[config.mk]
export PLATFORM = sky130hd
export DESIGN_NAME = card_window_mapper
export DESIGN_NICKNAME = d
export VERILOG_FILES = /design/src/common/card_window_pkg.sv /design/src/design/window_store.sv /design/src/design/card_window_mapper.sv
export VERILOG_INCLUDE_DIRS = /design/src /design/src/common
export SDC_FILE = /design/constraint.sdc
export NUM_CORES = 2
export LEC_CHECK = 0
export ABC_AREA = 1
export BUFFER_PORTS_ARGS = -buffer_cell sky130_fd_sc_hd__buf_2
export CAP_MARGIN = 25
export CORE_MARGIN = 2
export CORE_UTILIZATION = 35
export CTS_CLUSTER_DIAMETER = 100
export CTS_CLUSTER_SIZE = 40
export DETAILED_ROUTE_END_ITERATION = 8
export PLACE_DENSITY = 0.51
export SLEW_MARGIN = 20
export SYNTH_ARGS = -nofsm -noshare
export SYNTH_HDL_FRONTEND = slang
export SYNTH_SLANG_ARGS = --single-unit
export TNS_END_PERCENT = 5
[constraint.sdc]
create_clock -name clk_sys -period 7.7 [get_ports clk_sys]
set_input_delay 2.31 -clock clk_sys [delete_from_list [all_inputs] [get_ports clk_sys]]
set_output_delay 2.31 -clock clk_sys [all_outputs]
set_load 0.05 [all_outputs]
[src/common/card_window_cfg.svh]
// constants for the card window mapper: layout, reset values and timing
`ifndef CARD_WINDOW_CFG_SVH
`define CARD_WINDOW_CFG_SVH

// window counts and register file layout
`define MW_COUNT        10
`define MW_PER_SOCK     5
`define MW_REGS         6
`define IW_COUNT        4
`define IW_PER_SOCK     2
`define IW_REGS         4
`define IW_BASE         60
`define PAGE_BASE       76
`define CFG_BYTES       78
`define CFG_AW          7
`define CFG_RESET_VAL   8'h00

// memory window byte offsets inside one window
`define MW_START_LO     0
`define MW_START_HI     1
`define MW_END_LO       2
`define MW_END_HI       3
`define MW_OFF_LO       4
`define MW_OFF_HI       5

// memory window field positions
`define MW_WIDE_BIT     7
`define MW_WS_LSB       6
`define MW_ATTR_BIT     6
`define MW_EN_BIT       7
`define MW_MIN_PAGE     12'h0010

// i/o window byte offsets and control field positions
`define IW_START_LO     0
`define IW_START_HI     1
`define IW_END_LO       2
`define IW_END_HI       3
`define IC_EN_BIT       0
`define IC_WIDE_BIT     1
`define IC_WS_LSB       2

// interrupt terminals and route code for no route
`define IRQ_COUNT       10
`define ROUTE_OFF       4'h0

// timing: system clock period, legacy bus clock period, strobe length
`define CLK_PERIOD_PS   4000
`define AT_PERIOD_PS    120000
`define AT_CYCLES       ((`AT_PERIOD_PS + `CLK_PERIOD_PS - 1) / `CLK_PERIOD_PS)
`define CARD_BASE_AT    2
`define CARD_NARROW_AT  1

`endif

[src/common/card_window_pkg.sv]
// types shared by the card window mapper files
package card_window_pkg;
    `include "card_window_cfg.svh"

    typedef logic [`CFG_BYTES-1:0][7:0] cfg_bytes_t;

    typedef enum logic [3:0] {
        S_IDLE   = 4'b0001,
        S_SETUP  = 4'b0010,
        S_STROBE = 4'b0100,
        S_HOLD   = 4'b1000
    } cyc_state_t;

    typedef struct packed {
        logic [25:0] addr;
        logic [15:0] wdata;
        logic        ce1_n;
        logic        ce2_n;
        logic        oe_n;
        logic        we_n;
        logic        iord_n;
        logic        iowr_n;
        logic        reg_n;
        logic        reset;
    } card_pins_t;

    typedef struct packed {
        logic rdy_bsy;
        logic bvd1;
        logic bvd2;
        logic cd1_n;
        logic cd2_n;
        logic wait_n;
    } card_sts_t;

    typedef struct packed {
        logic        is_io;
        logic        write;
        logic [31:0] addr;
        logic [15:0] wdata;
    } host_req_t;
endpackage

[src/design/window_store.sv]
// register storage for all window, offset and page bytes
`timescale 1ns/1ps
`default_nettype none
`include "card_window_cfg.svh"
module window_store (
    // clock and reset
    input  wire logic                      clk_sys,
    input  wire logic                      reset,
    // byte access port
    input  wire logic                      we,
    input  wire logic [`CFG_AW-1:0]        addr,
    input  wire logic [7:0]                wdata,
    output logic      [7:0]                rdata,
    // all bytes for parallel decode
    output card_window_pkg::cfg_bytes_t    regs
);
    import card_window_pkg::*;

    typedef struct packed {
        cfg_bytes_t bytes;
        logic [7:0] rdata;
    } store_t;

    store_t st_r;
    store_t st_nxt;

    ////////////////////////////////////////////////////////////////////////////
    // write and registered read; unmapped bytes read as zero
    always_comb begin
        st_nxt = st_r;
        st_nxt.rdata = 8'h00;
        if (addr < `CFG_AW'(`CFG_BYTES)) begin
            st_nxt.rdata = st_r.bytes[addr];
            if (we) begin
                st_nxt.bytes[addr] = wdata;
            end
        end
    end

    // state register
    always_ff @(posedge clk_sys) begin
        if (reset) begin
            st_r <= '{bytes: {`CFG_BYTES{`CFG_RESET_VAL}}, rdata: 8'h00};
        end else begin
            st_r <= st_nxt;
        end
    end

    assign rdata = st_r.rdata;
    assign regs  = st_r.bytes;
endmodule
`default_nettype wire

[src/design/card_window_mapper.sv]
// card window decode, translation, cycle timing and interrupt routing
// Function
// - power_down_bit high places the device in power-down.
// - power-down releases every card output and bidirectional of both sockets.
// - registers keep values and stay readable and writable in power-down.
// - card and status-change interrupts keep working in power-down.
// - window hits are answered in power-down but run no card cycle.
// - wait-state bits lengthen strobes in legacy 8.33 MHz bus clock steps.
// - ten memory windows, five for each socket.
// - memory windows sit on 4K boundaries, only above the lowest 64K.
// - each memory window selects 16-bit or 8-bit card width.
// - each memory window selects attribute or common space via register select.
// - each memory window owns six configuration bytes.
// - start and end compare host bits 23..12; offset covers card bits 25..12.
// - per-socket page byte must equal host bits 31..24 to enable decode.
// - card address is host address plus offset, wrapping in 26 bits.
// - four i/o windows, two for each socket.
// - i/o windows are byte granular in lowest 64K, 16 or 8 bit.
// - each i/o window owns four bytes; start and end compare bits 15..0.
// - input-acknowledge plays no part in i/o decode.
// - ten host interrupt terminals, open-drain or rising-edge push-pull.
// - ready/busy low on an i/o card is a host interrupt source.
// - ready/busy (memory cards only), battery detect or card detect changes raise status change.
`timescale 1ns/1ps
`default_nettype none
`include "card_window_cfg.svh"
module card_window_mapper (
    // clock and reset
    input  wire logic                          clk_sys,
    input  wire logic                          reset,
    // configuration
    input  wire logic                          power_down_bit,
    input  wire logic                          cfg_we,
    input  wire logic [`CFG_AW-1:0]            cfg_addr,
    input  wire logic [7:0]                    cfg_wdata,
    output logic      [7:0]                    cfg_rdata,
    input  wire logic [`IW_COUNT-1:0][3:0]     io_ctrl,
    // host requests and answers
    input  wire logic                          req_valid,
    input  wire card_window_pkg::host_req_t    req,
    output logic                               req_ready,
    output logic                               rsp_done,
    output logic                               rsp_hit,
    output logic      [15:0]                   rsp_rdata,
    // card sockets
    output card_window_pkg::card_pins_t [1:0]  card_pins,
    output logic      [1:0]                    card_pins_oe_n,
    output logic      [1:0]                    card_data_oe_n,
    input  wire logic [1:0][15:0]              card_data_in,
    input  wire card_window_pkg::card_sts_t [1:0] card_sts,
    input  wire logic [1:0]                    card_is_io,
    input  wire logic [1:0]                    card_reset_req,
    input  wire logic [1:0]                    card_inpack_n,
    // interrupt routing and status change
    input  wire logic [1:0][3:0]               irq_route,
    input  wire logic [1:0][3:0]               csc_route,
    input  wire logic [`IRQ_COUNT-1:0]         isa_mode,
    input  wire logic [1:0]                    csc_clear,
    input  wire logic [1:0]                    card_irq_clear,
    output logic      [1:0]                    csc_flag,
    output logic      [1:0]                    card_irq_flag,
    output logic      [`IRQ_COUNT-1:0]         irq_out,
    output logic      [`IRQ_COUNT-1:0]         irq_oe_n
);
    import card_window_pkg::*;

    typedef struct packed {
        cyc_state_t                     fsm;
        logic                           ready;
        logic                           sock;
        logic                           is_io;
        logic                           write;
        logic [7:0]                     cnt;
        logic [7:0]                     want;
        logic [7:0]                     strb_len;
        card_pins_t [1:0]               pins;
        logic [1:0]                     pins_oe_n;
        logic [1:0]                     data_oe_n;
        logic [15:0]                    rdata;
        logic                           rsp_done;
        logic                           rsp_hit;
        logic [1:0][4:0]                prev_sts;
        logic [1:0]                     csc_flag;
        logic [1:0]                     irq_flag;
        logic [`IRQ_COUNT-1:0]          irq_out;
        logic [`IRQ_COUNT-1:0]          irq_oe_n;
    } map_state_t;

    map_state_t st_r;
    map_state_t st_nxt;
    cfg_bytes_t regs;

    ////////////////////////////////////////////////////////////////////////////
    // register storage; no power-down gating on this port
    window_store u_store (
        .clk_sys (clk_sys),
        .reset   (reset),
        .we      (cfg_we),
        .addr    (cfg_addr),
        .wdata   (cfg_wdata),
        .rdata   (cfg_rdata),
        .regs    (regs)
    );

    ////////////////////////////////////////////////////////////////////////////
    // field helpers
    function automatic logic [7:0] mw_byte(cfg_bytes_t b, int unsigned w, int unsigned o);
        return b[w * `MW_REGS + o];
    endfunction

    function automatic logic [7:0] iw_byte(cfg_bytes_t b, int unsigned w, int unsigned o);
        return b[`IW_BASE + w * `IW_REGS + o];
    endfunction

    // strobe length in system clocks for a width and wait-state setting
    function automatic logic [7:0] strobe_cycles(logic wide, logic [1:0] ws);
        logic [7:0] steps;
        steps = 8'(`CARD_BASE_AT) + (wide ? 8'h00 : 8'(`CARD_NARROW_AT)) + {6'h00, ws};
        return 8'(steps * 8'(`AT_CYCLES));
    endfunction

    // legacy status signals of one socket packed for change detection
    function automatic logic [4:0] sts_vec(card_sts_t s);
        return {s.rdy_bsy, s.bvd1, s.bvd2, s.cd1_n, s.cd2_n};
    endfunction

    ////////////////////////////////////////////////////////////////////////////
    // next state: decode, card cycle sequencing, interrupts
    always_comb begin
        logic        found;
        logic        hsock;
        logic        hwide;
        logic        hattr;
        logic [1:0]  hws;
        logic [25:0] hcaddr;
        logic [11:0] page12;
        logic [11:0] wstart;
        logic [11:0] wend;
        logic [13:0] woff;
        logic [15:0] istart;
        logic [15:0] iend;
        logic [4:0]  cur;
        logic [1:0]  chg;
        logic [1:0]  irq_lvl;
        logic        act;
        found   = 1'b0;
        hsock   = 1'b0;
        hwide   = 1'b0;
        hattr   = 1'b0;
        hws     = 2'b00;
        hcaddr  = 26'h000_0000;
        page12  = req.addr[23:12];
        wstart  = 12'h000;
        wend    = 12'h000;
        woff    = 14'h0000;
        istart  = 16'h0000;
        iend    = 16'h0000;
        cur     = 5'h00;
        chg     = 2'b00;
        irq_lvl = 2'b00;
        act     = 1'b0;
        st_nxt  = st_r;
        st_nxt.rsp_done = 1'b0;

        // window decode; the loop order gives the lowest window priority
        if (!req.is_io) begin
            for (int w = 0; w < `MW_COUNT; w++) begin
                wstart = {regs[w * `MW_REGS + `MW_START_HI][3:0], mw_byte(regs, w, `MW_START_LO)};
                wend   = {regs[w * `MW_REGS + `MW_END_HI][3:0], mw_byte(regs, w, `MW_END_LO)};
                woff   = {regs[w * `MW_REGS + `MW_OFF_HI][5:0], mw_byte(regs, w, `MW_OFF_LO)};
                if (!found && regs[w * `MW_REGS + `MW_OFF_HI][`MW_EN_BIT]
                        && regs[`PAGE_BASE + w / `MW_PER_SOCK] == req.addr[31:24]
                        && page12 >= `MW_MIN_PAGE
                        && page12 >= wstart && page12 <= wend) begin
                    found  = 1'b1;
                    hsock  = (w >= `MW_PER_SOCK);
                    hwide  = regs[w * `MW_REGS + `MW_START_HI][`MW_WIDE_BIT];
                    hws    = regs[w * `MW_REGS + `MW_END_HI][`MW_WS_LSB +: 2];
                    hattr  = regs[w * `MW_REGS + `MW_OFF_HI][`MW_ATTR_BIT];
                    hcaddr = {14'({2'b00, page12} + woff), req.addr[11:0]};
                end
            end
        end else begin
            for (int w = 0; w < `IW_COUNT; w++) begin
                istart = {iw_byte(regs, w, `IW_START_HI), iw_byte(regs, w, `IW_START_LO)};
                iend   = {iw_byte(regs, w, `IW_END_HI), iw_byte(regs, w, `IW_END_LO)};
                // card_inpack_n is deliberately left out of this decode
                if (!found && io_ctrl[w][`IC_EN_BIT] && req.addr[31:16] == 16'h0000
                        && req.addr[15:0] >= istart && req.addr[15:0] <= iend) begin
                    found  = 1'b1;
                    hsock  = (w >= `IW_PER_SOCK);
                    hwide  = io_ctrl[w][`IC_WIDE_BIT];
                    hws    = io_ctrl[w][`IC_WS_LSB +: 2];
                    hcaddr = {10'h000, req.addr[15:0]};
                end
            end
        end

        // card cycle sequencer
        case (st_r.fsm)
            S_IDLE: begin
                if (req_valid) begin
                    st_nxt.rsp_hit = found;
                    if (!found || power_down_bit) begin
                        st_nxt.rsp_done = 1'b1;
                        st_nxt.rdata    = 16'h0000;
                    end else begin
                        st_nxt.sock  = hsock;
                        st_nxt.is_io = req.is_io;
                        st_nxt.write = req.write;
                        st_nxt.want  = strobe_cycles(hwide, hws);
                        st_nxt.pins[hsock].addr  = hcaddr;
                        st_nxt.pins[hsock].wdata = req.wdata;
                        st_nxt.pins[hsock].ce1_n = 1'b0;
                        st_nxt.pins[hsock].ce2_n = !hwide;
                        st_nxt.pins[hsock].reg_n = !(hattr && !req.is_io);
                        st_nxt.fsm = S_SETUP;
                    end
                end
            end
            S_SETUP: begin
                st_nxt.cnt      = st_r.want;
                st_nxt.strb_len = 8'h00;
                st_nxt.pins[st_r.sock].oe_n   = !(!st_r.is_io && !st_r.write);
                st_nxt.pins[st_r.sock].we_n   = !(!st_r.is_io && st_r.write);
                st_nxt.pins[st_r.sock].iord_n = !(st_r.is_io && !st_r.write);
                st_nxt.pins[st_r.sock].iowr_n = !(st_r.is_io && st_r.write);
                st_nxt.fsm = S_STROBE;
            end
            S_STROBE: begin
                st_nxt.strb_len = st_r.strb_len + 8'h01;
                if (st_r.cnt > 8'h01) begin
                    st_nxt.cnt = st_r.cnt - 8'h01;
                end else if (card_sts[st_r.sock].wait_n) begin
                    // the card may stretch the strobe further by holding wait low
                    st_nxt.rdata = card_data_in[st_r.sock];
                    st_nxt.pins[st_r.sock].oe_n   = 1'b1;
                    st_nxt.pins[st_r.sock].we_n   = 1'b1;
                    st_nxt.pins[st_r.sock].iord_n = 1'b1;
                    st_nxt.pins[st_r.sock].iowr_n = 1'b1;
                    st_nxt.fsm = S_HOLD;
                end
            end
            S_HOLD: begin
                st_nxt.pins[st_r.sock].ce1_n = 1'b1;
                st_nxt.pins[st_r.sock].ce2_n = 1'b1;
                st_nxt.pins[st_r.sock].reg_n = 1'b1;
                st_nxt.rsp_done = 1'b1;
                st_nxt.fsm      = S_IDLE;
            end
            default: begin
                st_nxt.fsm = S_IDLE;
            end
        endcase
        st_nxt.ready = (st_nxt.fsm == S_IDLE);

        // pin drivers; power-down releases everything at once
        for (int s = 0; s < 2; s++) begin
            st_nxt.pins[s].reset = card_reset_req[s];
            st_nxt.pins_oe_n[s]  = power_down_bit;
            st_nxt.data_oe_n[s]  = power_down_bit || !(st_nxt.write && st_nxt.sock == 1'(s)
                                   && (st_nxt.fsm == S_STROBE || st_nxt.fsm == S_HOLD));
        end

        // status change and card interrupt detection, never gated by power-down
        for (int s = 0; s < 2; s++) begin
            cur        = sts_vec(card_sts[s]);
            chg[s]     = ((cur[4] ^ st_r.prev_sts[s][4]) && !card_is_io[s])
                         || (cur[3:0] != st_r.prev_sts[s][3:0]);
            irq_lvl[s] = card_is_io[s] && !card_sts[s].rdy_bsy;
            st_nxt.prev_sts[s] = cur;
            // a new event in the clearing cycle keeps the flag set
            st_nxt.csc_flag[s] = chg[s] || (st_r.csc_flag[s] && !csc_clear[s]);
            st_nxt.irq_flag[s] = (irq_lvl[s] && st_r.prev_sts[s][4])
                                 || (st_r.irq_flag[s] && !card_irq_clear[s]);
        end

        // routing onto the host terminals
        for (int t = 0; t < `IRQ_COUNT; t++) begin
            act = 1'b0;
            for (int s = 0; s < 2; s++) begin
                if (irq_route[s] != `ROUTE_OFF && irq_route[s] == 4'(t + 1) && irq_lvl[s]) begin
                    act = 1'b1;
                end
                if (csc_route[s] != `ROUTE_OFF && csc_route[s] == 4'(t + 1)
                        && st_nxt.csc_flag[s]) begin
                    act = 1'b1;
                end
            end
            st_nxt.irq_out[t]  = isa_mode[t] ? act : 1'b0;
            st_nxt.irq_oe_n[t] = isa_mode[t] ? 1'b0 : !act;
        end
    end

    ////////////////////////////////////////////////////////////////////////////
    // state register
    always_ff @(posedge clk_sys) begin
        if (reset) begin
            st_r           <= '0;
            st_r.fsm       <= S_IDLE;
            st_r.ready     <= 1'b1;
            st_r.pins      <= {2{26'h000_0000, 16'h0000, 8'b1111_1110}};
            st_r.pins_oe_n <= 2'b11;
            st_r.data_oe_n <= 2'b11;
            st_r.prev_sts  <= {2{5'h1F}};
            st_r.irq_oe_n  <= {`IRQ_COUNT{1'b1}};
        end else begin
            st_r <= st_nxt;
        end
    end

    // outputs straight from the state register
    assign req_ready      = st_r.ready;
    assign rsp_done       = st_r.rsp_done;
    assign rsp_hit        = st_r.rsp_hit;
    assign rsp_rdata      = st_r.rdata;
    assign card_pins      = st_r.pins;
    assign card_pins_oe_n = st_r.pins_oe_n;
    assign card_data_oe_n = st_r.data_oe_n;
    assign csc_flag       = st_r.csc_flag;
    assign card_irq_flag  = st_r.irq_flag;
    assign irq_out        = st_r.irq_out;
    assign irq_oe_n       = st_r.irq_oe_n;
endmodule
`default_nettype wire

==> results by group <==
Outcome
  • Status: completed

Synthesis
  • Post-synth top cells: nand2_1, a21oi_1, o21ai_0
  • Mapped cell area: roughly 50000 um^2
  • Syn Area/Cell: between 7 and 8 um^2
  • Flops & latches, synth: 810
  • Synth area leader: dfxtp_1
  • Synthesized Nets: between 7000 and 8000
  • Asr flop ratio synth: 0
  • Top-count cell post-synth: nand2_1
  • Gate Count Post-Synth: about 7000
  • Main area contributors after synthesis: dfxtp_1, ha_1, a21oi_1
  • Yosys warns: 0
  • Sequential share of the synthesized area: 0.323
  • EDFF count, synth: 0
  • Unique masters post-synth: 58
  • Post-synth top flop: dfxtp_1
  • Top-area cell type share of the netlist area: 0.323

Clock tree
  • Clock root buffer: clkbuf_16
  • CTS resizes: 0
  • CTS tree: yes
  • Skew-Pair Late Insertion Delay: between 0.7 and 0.8 ns
  • Hold-fix buffers at CTS: 0
  • Clk sinks: between 800 and 900
  • H-tree depth: 2
  • Setup Fix Bufs, Post-CTS: 0
  • Clock Pin Slew Worst Setup and Hold Paths: around 0.12 ns
  • Clk buf depth: 3
  • Cts bufs inserted: 42

STA
  • Hold Vio Cnt, Final: 0
  • Final hold slack: 0.461 ns
  • Period utilisation layout: 0.945
  • Post-Route Setup TNS: 0 ns
  • Final setup violation count: 0
  • Final Max Slew Viols: 0
  • RSZ-0062 raised after global routing: no
  • Skew final: about 0.051 ns
  • Worst-margin pin slew: between 1 and 1.5 ns
  • Slew headroom: 0.253
  • Final Critical Period: 7.27 ns
  • F_max: around 140 MHz

Route
  • Initial drt markers: between 4000 and 5000
  • Post-route DRC: 0
  • Pre-antenna DRT Iters: 6
  • Vias per Instance: about 5.5
  • Wirelength per Cell: roughly 23 um
  • Final Routed Wirelength: roughly 210 mm
  • DR vias: approximately 50000
  • Antenna Nets Post-Route: 0

Critical path
  • Startpoint Class: input port
  • Max incr delay on CP: 0.44 ns
  • Setup crit end kind: register
  • Crit path required time: between 8 and 9 ns
  • Crit-path max FO: 6
  • Critical setup path kind: in -> reg
  • Delay-heaviest family, CP: adder cells
  • Crit path buffers/inverters: 8
  • CP arrival: 7.86 ns
  • CP max stage cell: fa_1

Floorplanning
  • Cell row count: roughly 140
  • Core Area: 142000 um^2
  • I/O pins: around 320
  • DIE AREA: ~150000 um^2
  • Starting Density: 0.354
  • Die Y: approximately 380 um
  • Die width: around 380 um

Global route
  • Initial antenna violation count: 5
  • Total GRT Usage: 0.277
  • Largest net degree at the start of global routing: roughly 230
  • Grt total ovfl: 0
  • First-pass GRT wire length: 307 mm
  • Vias in the first global route: 45900

Power
  • Sequential Power Share: 0.499
  • Clock share of power: 0.373
  • PD cells: between 150 and 200 nW/um^2
  • P_leak: around 23 nW
  • Pint: between 5 and 6 mW
  • Switching part of the total power: 0.321
  • Logic pwr share: 0.128
  • Maximum vdd ir drop: 0.000155 V
  • Psw: 2.72 mW
  • Power, Total: between 8 and 9 mW

Cells and area
  • Nets: just under 8000
  • Fillers: 15100
  • Final Util: 0.392
  • Share of layout cells above drive strength 1: 0.101
  • Area Growth Syn to Fin: 10.8%

Worst hold path
  • Worst Hold Class: reg -> reg

Flow run
  • # Max-Cap Violations: 0

Placement
  • Final Wtd Congestion: just under 1
  • HPWL after detailed placement: between 150 and 200 mm
  • I/O Buffers: 318
## layout by cell type (no fill, tap or decap), types with 42 or more instances in the layout
| master | instances |
|---|---|
| nand2_1 | 1092 |
| a21oi_1 | 1067 |
| o21ai_0 | 829 |
| dfxtp_1 | 810 |
| inv_1 | 784 |
| ha_1 | 499 |
| nor2_1 | 340 |
| buf_2 | 315 |
| nand3_1 | 248 |
| buf_4 | 222 |
| o22ai_1 | 105 |
| a221oi_1 | 81 |
| nand4_1 | 77 |
| xor2_1 | 73 |
| nor3_1 | 70 |
| a22oi_1 | 54 |
| o2111ai_1 | 50 |
| clkbuf_16 | 42 |
## power by group through the flow
stage	logic (mW)	registers, mW	clock network [mW]
final	1.08	4.23	3.16
after floorplan	0.583	4.32	0
after CTS	1.06	4.23	3.23
after global placement	1.05	4.32	0
after global routing	1.17	4.23	3.36
after detailed placement	1.06	4.32	0
## flip-flops by register name, indices dropped and copies added, names as in the netlist, 2 cells and up
signal	cells
u_store.rdata	8
csc_flag	2
card_irq_flag	2
irq_out	10
st_r	32
irq_oe_n	10
u_store.regs	624
rsp_rdata	16
card_pins	100
card_data_oe_n	2
## logic make-up after synthesis
group / synth area share
AOI/OAI and AO/OA: 0.260
buffers and inverters: 0.110
adders and majority gates: 0.129
xor gates and xnor gates: 0.0180
DFF: 0.323
and+or+nand+nor: 0.161
## path summary, 6_finish.rpt
check	cells after the start	slack [ns]	endpoint	start
hold / removal	2	0.46	card_pins[7]	card_pins[7]
setup reg to reg	28	2.10	st_r[171]	u_store.regs[27]
hold reg to reg	2	0.46	card_pins[7]	card_pins[7]
setup / recovery	30	0.43	st_r[171]	req[39]
## worst reg2reg max path: cells and delay by family, from the launching register on
kind            cells  cell delay (ns)
buf+inv             4             0.40
compound gates      6             1.19
simple gates       11             1.48
xor+xnor            1             0.14
flops               1             0.37
fa+ha+maj           6             1.89
## metal layers
metal / vias up / global-route usage / part of all wire
met3: 342 / 0.0355 / 0.068
li1: 24100 / - / -
met4: 8 / 0.0929 / 0.037
met5: - / 0 / 0.00028
met1: 23700 / 0.385 / 0.45
met2: 1822 / 0.439 / 0.44
## layout make-up
| class | instances | area [um^2] | area share |
|---|---|---|---|
| diodes | 1 | 2.50 | 0.0000450 |
| multi-input cells | 4879 | 28500 | 0.513 |
| clock inverters | 35 | 659 | 0.0119 |
| inverters | 814 | 3090 | 0.0555 |
| flip-flops and latches | 810 | 16200 | 0.292 |
| well taps | 1890 | 2360 | 0.0425 |
| repair buffers | 558 | 3670 | 0.0660 |
| clock buffers | 43 | 1060 | 0.0192 |
## through the flow
step / cells / worst slack (ns) / area, um^2
6_report: 9030 / 0.426 / 55600
5_1_grt: 9029 / 0.160 / 55600
4_1_cts: 9015 / 0.514 / 55500
3_5_place_dp: 8937 / -0.223 / 53700
3_3_place_gp: 8937 / -0.182 / 53700
2_1_floorplan: 6995 / 0.661 / 50200
(Power assumes the default switching activity.)
